<file path="src/logic/iacp_regs.vh">
`ifndef IACP_REGS_VH
`define IACP_REGS_VH
// ==========================================
// Register offsets
`define IACP_ADDR_W 4
`define IACP_OFF_POL 4'h0
`define IACP_OFF_STATUS 4'h1
`define IACP_OFF_CLEAR 4'h2
`define IACP_OFF_ENABLE 4'h3
`define IACP_OFF_PDMODE 4'h4
`define IACP_OFF_SERVICE 4'h5
`define IACP_OFF_MULT 4'h6
`define IACP_OFF_CORE 4'h7
// ==========================================
// Field positions and widths
`define IACP_POL_W 4
`define IACP_STAT_W 6
`define IACP_ST_NMI 0
`define IACP_ST_EXT_LO 1
`define IACP_ST_ACK 5
`define IACP_PD_W 2
`define IACP_ID_W 4
`define IACP_SEL_W 3
`define IACP_SVC_GO 4
// ==========================================
// Reset values and codes
`define IACP_POL_RST 4'h0
`define IACP_EN_RST 6'h00
`define IACP_PD_RST 2'h0
`define IACP_PD_MODE2 2'h2
`define IACP_PD_MODE3 2'h3
`define IACP_ID_NMI 4'h1
`define IACP_ID_EXT_A 4'h4
// ==========================================
// Timing counts
`define IACP_ACK_CYCLES 2'h1
`endif

</file>
<file path="src/logic/iacp_edge_detect.v">
`timescale 1ns/10ps
// ==========================================
// Edge detector with selectable active edge
module iacp_edge_detect (
  input wire clk,
  input wire arst_n,
  input wire level_in,
  input wire falling,
  output reg edge_pulse
);
  reg prev;

  always @(posedge clk or negedge arst_n) begin
    if (!arst_n) begin
      prev <= 1'b0;
      edge_pulse <= 1'b0;
    end else begin
      prev <= level_in;
      if (falling) begin
        edge_pulse <= prev & ~level_in;
      end else begin
        edge_pulse <= ~prev & level_in;
      end
    end
  end
endmodule

</file>
<file path="src/logic/iacp_top.v">
`timescale 1ns/10ps
`include "iacp_regs.vh"
module iacp_top #(
  parameter NUM_EXT = 4
) (
  input wire clk,
  input wire arst_n,
  input wire nmi_in,
  input wire ext_irq_in_a,
  input wire ext_irq_in_b,
  input wire ext_irq_in_c,
  input wire ext_irq_in_d,
  input wire clk_mult_sel0,
  input wire clk_mult_sel1,
  input wire clk_mult_sel2,
  input wire core_service,
  input wire [`IACP_ID_W-1:0] core_service_id,
  input wire [`IACP_ADDR_W-1:0] reg_addr,
  input wire [31:0] reg_wdata,
  input wire reg_wr,
  input wire reg_rd,
  output reg [31:0] reg_rdata,
  output reg irq_out,
  output reg nmi_pending,
  output reg [NUM_EXT-1:0] ext_pending,
  output reg irq_service_strobe,
  output reg serviced_irq_id_bit3,
  output reg serviced_irq_id_bit2,
  output reg serviced_irq_id_bit1,
  output reg serviced_irq_id_bit0,
  output reg deep_sleep_status_out,
  output reg core_rate_clk_out,
  output reg half_rate_clk_out,
  output reg [`IACP_SEL_W-1:0] clk_mult_code
);
  // ==========================================
  // Registers
  reg [`IACP_POL_W-1:0] ext_irq_polarity_field;
  reg [`IACP_STAT_W-1:0] status;
  reg [`IACP_STAT_W-1:0] enable;
  reg [`IACP_PD_W-1:0] pd_mode;
  reg strap_taken;
  reg half_div;
  reg [`IACP_ID_W-1:0] sw_id;
  reg sw_go;

  wire nmi_edge;
  wire [NUM_EXT-1:0] ext_edge;
  wire [NUM_EXT-1:0] ext_lvl;
  wire [`IACP_SEL_W-1:0] strap;
  wire wr_pol;
  wire wr_clr;
  wire wr_en;
  wire wr_pd;
  wire wr_svc;
  wire svc_now;
  wire [`IACP_ID_W-1:0] svc_id;
  reg [`IACP_STAT_W-1:0] next_status;
  reg [31:0] next_rdata;

  assign ext_lvl = {ext_irq_in_d, ext_irq_in_c, ext_irq_in_b, ext_irq_in_a};
  assign strap = {clk_mult_sel2, clk_mult_sel1, clk_mult_sel0};
  assign wr_pol = reg_wr && (reg_addr == `IACP_OFF_POL);
  assign wr_clr = reg_wr && (reg_addr == `IACP_OFF_CLEAR);
  assign wr_en = reg_wr && (reg_addr == `IACP_OFF_ENABLE);
  assign wr_pd = reg_wr && (reg_addr == `IACP_OFF_PDMODE);
  assign wr_svc = reg_wr && (reg_addr == `IACP_OFF_SERVICE);
  assign svc_now = core_service | sw_go;
  assign svc_id = core_service ? core_service_id : sw_id;

  // ==========================================
  // Edge detection
  iacp_edge_detect u_nmi (
    .clk(clk),
    .arst_n(arst_n),
    .level_in(nmi_in),
    .falling(1'b0),
    .edge_pulse(nmi_edge)
  );

  genvar gi;
  generate
    for (gi = 0; gi < NUM_EXT; gi = gi + 1) begin : g_ext
      iacp_edge_detect u_ext (
        .clk(clk),
        .arst_n(arst_n),
        .level_in(ext_lvl[gi]),
        .falling(ext_irq_polarity_field[gi]),
        .edge_pulse(ext_edge[gi])
      );
    end
  endgenerate

  // ==========================================
  // Sticky status, set wins over clear
  always @* begin
    next_status = status & ~(reg_wdata[`IACP_STAT_W-1:0] & {`IACP_STAT_W{wr_clr}});
    next_status[`IACP_ST_NMI] = next_status[`IACP_ST_NMI] | nmi_edge;
    next_status[`IACP_ST_EXT_LO+NUM_EXT-1:`IACP_ST_EXT_LO] =
      next_status[`IACP_ST_EXT_LO+NUM_EXT-1:`IACP_ST_EXT_LO] | ext_edge;
    next_status[`IACP_ST_ACK] = next_status[`IACP_ST_ACK] | svc_now;
  end

  // ==========================================
  // Register read mux
  always @* begin
    next_rdata = 32'h00000000;
    if (reg_rd) begin
      case (reg_addr)
        `IACP_OFF_POL: next_rdata[`IACP_POL_W-1:0] = ext_irq_polarity_field;
        `IACP_OFF_STATUS: next_rdata[`IACP_STAT_W-1:0] = status;
        `IACP_OFF_ENABLE: next_rdata[`IACP_STAT_W-1:0] = enable;
        `IACP_OFF_PDMODE: next_rdata[`IACP_PD_W-1:0] = pd_mode;
        `IACP_OFF_MULT: next_rdata[`IACP_SEL_W-1:0] = clk_mult_code;
        `IACP_OFF_CORE: next_rdata[`IACP_ID_W:0] = {irq_service_strobe, serviced_irq_id_bit3,
          serviced_irq_id_bit2, serviced_irq_id_bit1, serviced_irq_id_bit0};
        default: next_rdata = 32'h00000000;
      endcase
    end
  end

  // ==========================================
  // Control registers
  always @(posedge clk or negedge arst_n) begin
    if (!arst_n) begin
      ext_irq_polarity_field <= `IACP_POL_RST;
      enable <= `IACP_EN_RST;
      pd_mode <= `IACP_PD_RST;
      status <= {`IACP_STAT_W{1'b0}};
      reg_rdata <= 32'h00000000;
      irq_out <= 1'b0;
      sw_go <= 1'b0;
      sw_id <= {`IACP_ID_W{1'b0}};
    end else begin
      if (wr_pol) begin
        ext_irq_polarity_field <= reg_wdata[`IACP_POL_W-1:0];
      end
      if (wr_en) begin
        enable <= reg_wdata[`IACP_STAT_W-1:0];
      end
      if (wr_pd) begin
        pd_mode <= reg_wdata[`IACP_PD_W-1:0];
      end
      sw_go <= wr_svc & reg_wdata[`IACP_SVC_GO];
      if (wr_svc) begin
        sw_id <= reg_wdata[`IACP_ID_W-1:0];
      end
      status <= next_status;
      reg_rdata <= next_rdata;
      irq_out <= |(next_status & enable);
    end
  end

  // ==========================================
  // Interrupt flags toward the core
  always @(posedge clk or negedge arst_n) begin
    if (!arst_n) begin
      nmi_pending <= 1'b0;
      ext_pending <= {NUM_EXT{1'b0}};
    end else begin
      nmi_pending <= nmi_edge;
      ext_pending <= ext_edge;
    end
  end

  // ==========================================
  // Acknowledge strobe and identifier
  always @(posedge clk or negedge arst_n) begin
    if (!arst_n) begin
      irq_service_strobe <= 1'b0;
      serviced_irq_id_bit3 <= 1'b0;
      serviced_irq_id_bit2 <= 1'b0;
      serviced_irq_id_bit1 <= 1'b0;
      serviced_irq_id_bit0 <= 1'b0;
    end else begin
      irq_service_strobe <= svc_now;
      if (svc_now) begin
        serviced_irq_id_bit3 <= svc_id[3];
        serviced_irq_id_bit2 <= svc_id[2];
        serviced_irq_id_bit1 <= svc_id[1];
        serviced_irq_id_bit0 <= svc_id[0];
      end
    end
  end

  // ==========================================
  // Power-down status and clocks
  always @(posedge clk or negedge arst_n) begin
    if (!arst_n) begin
      deep_sleep_status_out <= 1'b0;
      core_rate_clk_out <= 1'b0;
      half_rate_clk_out <= 1'b0;
      half_div <= 1'b0;
      strap_taken <= 1'b0;
      clk_mult_code <= {`IACP_SEL_W{1'b0}};
    end else begin
      deep_sleep_status_out <= (pd_mode == `IACP_PD_MODE2) ||
        (pd_mode == `IACP_PD_MODE3);
      core_rate_clk_out <= ~core_rate_clk_out;
      half_div <= ~half_div;
      if (half_div) begin
        half_rate_clk_out <= ~half_rate_clk_out;
      end
      if (!strap_taken) begin
        clk_mult_code <= strap;
        strap_taken <= 1'b1;
      end
    end
  end
endmodule

</file>
<file path="config.mk">
export PLATFORM = sky130hd
export DESIGN_NAME = iacp_top
export DESIGN_NICKNAME = d
export VERILOG_FILES = /design/src/logic/iacp_edge_detect.v /design/src/logic/iacp_top.v
export VERILOG_INCLUDE_DIRS = /design/src /design/src/logic
export SDC_FILE = /design/constraint.sdc
export NUM_CORES = 1
export LEC_CHECK = 0
export BUFFER_PORTS_ARGS = -buffer_cell sky130_fd_sc_hd__buf_2
export CAP_MARGIN = 5
export CORE_UTILIZATION = 35
export CTS_CLUSTER_DIAMETER = 50
export CTS_CLUSTER_SIZE = 24
export DETAILED_ROUTE_END_ITERATION = 6
export PLACE_DENSITY_LB_ADDON = 0.08
export RECOVER_POWER = 25
export SYNTH_ARGS = -nofsm -noshare
export SYNTH_HDL_FRONTEND = slang
export SYNTH_HIERARCHICAL = 1
export SYNTH_SLANG_ARGS = --single-unit
</file>
<file path="constraint.sdc">
create_clock -name clk -period 1.35 [get_ports clk]
set_input_delay 0.27 -clock clk [delete_from_list [all_inputs] [get_ports clk]]
set_output_delay 0.27 -clock clk [all_outputs]
set_load 0.005 [all_outputs]
</file>
# Word level (Yosys, flattened, before mapping)
# Index checks and enable logic that the tools add are counted.
# Widths: inputs -> output; s select.
dict set report totals {
  output_inout_bits 49
  elab_cells 89
  ff_bits 84
  input_bits 53
}
dict set report op_classes {
  n_eq_ne 9
  n_reduce_logical 8
  bitwise 30
  muxes 11
}
# cell n
set op_table {}
lappend op_table {{$and 6x6->6} 3}
lappend op_table {{$eq 4x3->1 const B} 4}
lappend op_table {{$not 1->1} 12}
lappend op_table {{$pmux 2 s6} 1}
lappend op_table {{$and 1x1->1} 10}
lappend op_table {{$eq 4x2->1 const B} 2}
lappend op_table {{$mux 6} 1}
lappend op_table {{$not 6->6} 1}
lappend op_table {{$reduce_or 6->1} 1}
lappend op_table {{$logic_and 1x1->1} 5}
lappend op_table {{$pmux 1 s5} 1}
lappend op_table {{$eq 2x2->1 const B} 2}
lappend op_table {{$eq 4x1->1 const B} 1}
lappend op_table {{$logic_not 4->1} 1}
lappend op_table {{$mux 1} 4}
lappend op_table {{$mux 4} 1}
lappend op_table {{$or 4x4->4} 1}
lappend op_table {{$pmux 1 s4} 1}
lappend op_table {{$or 1x1->1} 3}
lappend op_table {{$pmux 1 s3} 1}
lappend op_table {{$pmux 1 s2} 1}
lappend op_table {{$logic_or 1x1->1} 1}

# Logic depth before layout (Yosys ltp)
dict set report depth {
  ltp_word 8
  mapped_depth 6
  ltp_nobuf 4
}

# Cells and area by module
# Netlist, hierarchy kept.
# mod cells_each instances seq_area_each_um2 area_each_um2
set by_module_without_submodules {}
lappend by_module_without_submodules {iacp_top 189 1 1201.2 2248.4}
lappend by_module_without_submodules {iacp_edge_detect 5 5 50.0 72.6}

# Least setup slack after synthesis
# OpenSTA, ideal clock, no wires.
dict set report synth_path {
  kind {in2reg}
  startpoint {in reg_addr[2]}
  endpoint {reg irq_out}
  path_buffers 1
  required_ns 1.224
  setup_time_ns 0.126
  path_slack_ns -0.388
  cell_stages 5
  arrival_time_ns 1.612
  path_cell_list {buf_6 > nor4b_4 > a41oi_1 > or4_1 > a221o_1}
}
dict set report synth_between {
  elab_chain_len 8
  word_cells_on_any_way 10
  classes_between {1 x eq/ne; 7 x bitwise; 2 x reduce/logical}
}
# element line
set synth_lines {}
lappend synth_lines {{start, declared} iacp_top.v:18} ;# input wire [`IACP_ADDR_W-1:0] reg_addr,
lappend synth_lines {{$eq 4x2->1 (no line) *} -}
lappend synth_lines {{$logic_and 1x1->1 *} iacp_top.v:64} ;# assign wr_clr = reg_wr && (reg_addr == `IACP_OFF_CLEAR);
lappend synth_lines {{$and 6x6->6 *} iacp_top.v:97} ;# next_status = status & ~(reg_wdata[`IACP_STAT_W-1:0] & {`IACP_STAT_W{wr_clr}});
lappend synth_lines {{$not 6->6 *} iacp_top.v:97}
lappend synth_lines {{$and 6x6->6 *} iacp_top.v:97}
lappend synth_lines {{$or 1x1->1 (tied with other cells)} iacp_top.v:98} ;# next_status[`IACP_ST_NMI] = next_status[`IACP_ST_NMI] | nmi_edge;
lappend synth_lines {{$and 6x6->6 *} iacp_top.v:150} ;# irq_out <= |(next_status & enable);
lappend synth_lines {{$reduce_or 6->1 *} iacp_top.v:150}
lappend synth_lines {{end signal, assigned} iacp_top.v:150}
lappend synth_lines {{end, declared} iacp_top.v:23} ;# output reg irq_out,
# Mark *: on every way between the ends. The rest lies on a longest branch, timed or not.
# A chain may end at the register's enable or synchronous reset.

# Final worst setup path
dict set report layout_path {
  startpoint {in reg_addr[3]}
  endpoint {reg irq_out}
}
# Same word-level chain as after synthesis.

==> impl_metrics.tcl <==
set metrics [dict create \
    ys_seq_elements 58 \
    highest_layer "met4" \
    clockBufferDepth 2 \
    hold-worst-slack_ns 0.0679 \
    ys_seq_area_frac 0.556 \
    startpoint_type "input port" \
    critPathRequiredTime_ns 1.57 \
    period_needed_ns 1.52 \
    drc_errors 0 \
    io_pins 102 \
    cts_buffers 9 \
    yosys_warnings 6 \
    dr.pass1.iters 4 \
    setup_viol 1 \
    hpwl_um 4050 \
    rows 31 \
    max-cap-violations 0 \
    grt_pass1_vias 1697 \
    die_x_um 88.4 \
    syn_avg_cell_area_um2 12.2 \
    cts_sinks 58 \
    fin_skew_ns 0.00602 \
    tritoncts "built" \
    synth_top_flop_cell "dfrtp_1" \
    area_growth_pct 30.5 \
    p_per_area_nw_per_um2 1330 \
    routed_wl_um 5530 \
    wl_met3_um 294 \
    synthArstFlopShare 1.00 \
    register_area_um2 1450 \
    max_freq_mhz 656 \
    wirelength_met1_um 2770 \
    synth_edf_count 0 \
    synthTopCellsByArea "dfrtp_1 56%, mux2_2 9.9%, buf_4 7.5%, mux2i_1 3.8%, a21o_1 1.7%" \
    nNetsFinal 360 \
    synth_cell_types 33 \
    synth_top_area_share 0.556 \
    dieArea_um2 7810 \
    clkLatencyLatePin_ns 0.34 \
    vias 1786 \
    total_power_uw 4550 \
    grtUsageTotal 0.160 \
    grt_pass1_wl_um 8880 \
    rsz0062_at_grt "yes" \
    violations "negative setup slack" \
    timing.final.crit_share 1.13 \
    syn_area_um2 2610 \
    hold_violations 0 \
    clk_pin_slew_ns 0.07 \
    viasPerCell 4.35 \
    routedWlPerCell_um 13.5 \
    grt_max_degree 59 \
    coreArea_um2 7210 \
    final_cells 411 \
    status "finished with violations" \
    first_iter_violations 97 \
    worstPathMaxFanout 6 \
    die_h_um 88.4 \
    worstSetupEndpointType "register" \
    slew_violations 0 \
    gp_congestion 0.807 \
    synth_top_area_cell "dfrtp_1" \
    vdd_drop_max_v 0.000600 \
    drive_gt1_frac 0.413 \
    worst_slack_ns -0.174 \
    syn_inst 214 \
    ant_nets 0 \
    worstPathArrival_ns 1.75 \
    slew_headroom 0.500 \
    multi_input_area_um2 1040 \
    hp-class "in -> reg" \
    utilization 0.472 \
    initial_core_util 0.362 \
    cts_root_buf "clkbuf_8" \
    fill_cells 712 \
    antenna_cells 0 \
    path_class "in -> reg" \
    p_leak_uw 0.00162 \
    place_inst 390 \
    cts_htree_levels 3 \
    antenna_found_initial 0 \
    portBuffers 49 \
    grt_overflow 0 \
    tightest_slew_ns 0.750 \
    met2WireLength_um 2410 \
]
-- layout make-up --
class	instances	share of cell area
clock buffers	11	0.0415
clock inverters	5	0.0228
inverters	6	0.00661
multi-input cells	143	0.305
flip-flops and latches	58	0.426
well taps	99	0.0363
repair buffers	89	0.162
-- per-stage QoR --
stage	TNS [ns]	instance area, um^2	setup slack [ns]
6_report	-0.174	3410	-0.174
5_1_grt	-0.224	3410	-0.224
4_1_cts	-0.153	3440	-0.153
3_5_place_dp	-7.49	3150	-0.568
3_3_place_gp	-7.36	3150	-0.508
2_1_floorplan	-1.06	2760	-0.387
-- cells by family after synthesis --
family                    share of synthesized area
AOI/OAI and AO/OA                            0.0963
xor gates and xnor gates                    0.00335
other                                       0.00288
buffers and inverters                        0.0977
DFF                                           0.556
muxes                                         0.138
and+or+nand+nor                               0.106
-- cells in the mapped netlist, drive strengths merged, types with 2 or more instances --
cell type,count
nand3b,6
and2,2
a21o,6
nor3b,2
a41oi,4
clkbuf,7
or2,2
mux2i,10
conb,2
buf,27
inv,6
nand2b,6
a22oi,4
nand2,10
nor4b,2
nand3,2
o21ai,13
mux2,23
nor2,7
a211oi,4
a21oi,2
dfrtp,58
nor2b,3
-- worst max-delay path, stage by stage --
cell and delay, ns:
buf_4 0.13, nor4b_4 0.25, buf_4 0.18, a41oi_1 0.11
or4_1 0.53, a221o_1 0.27
-- where the power goes --
part	leakage, uW	switching, uW	internal (uW)
registers	0.000696	137	1950
clock network	0.000109	691	1080
logic	0.000818	299	395
-- sequential cells by signal (all words and copies together) (netlist names), 2 cells and up --
signal                  count
ext_irq_polarity_field      4
reg_rdata                   6
sw_id                       4
clk_mult_code               3
g_ext.u_ext/prev            4
g_ext.u_ext/edge_pulse      4
enable                      6
pd_mode                     2
status                      6
ext_pending                 4
-- placed cells by master (no fill, tap or decap), drive strengths merged --
cell          n
nand2b        6
dfrtp        58
a221o         1
o21a          1
nor4          1
mux2         23
nand3         2
nor3b         2
clkinvlp      1
o21ai        13
or4           1
dlygate4sd3   1
or2           2
a211oi        4
a21oi         2
nand3b        6
a21o          6
nor3          1
clkbuf       19
a41oi         4
bufinv        2
mux2i        10
nor2          7
a22oi         4
clkinv        2
inv           6
nor4b         2
and2          2
nor2b         3
buf          80
conb         29
xor2          1
nand2        10
-- final timing paths --
kind | start | endpoint | slack [ns] | cells after the start
min | ext_irq_in_d | g_ext[3].u_ext/prev | 0.07 | 1
max | reg_addr[3] | irq_out | -0.17 | 6
max in group asynchronous | arst_n | status[0] | 0.23 | 3
min reg2reg | g_ext[0].u_ext/edge_pulse | ext_pending[0] | 0.39 | 0
min in group asynchronous | arst_n | reg_rdata[0] | 0.60 | 3
max reg2reg | u_nmi/edge_pulse | irq_out | -0.17 | 4
-- layer usage --
metal	global-route usage	vias up
li1	-	882
met3	0.0541	5
met4	0.0616	0
met5	0	-
met2	0.224	48
met1	0.226	851
-- timing repair --
action                     CTS  global route
setup endpoints to repair    9             6
hold endpoints to repair    58             0
pin swaps                    4             3
hold buffers                 1             0
resized for setup           11             2
setup buffers                4             0
Note: power is estimated with default switching activity, not from simulation.
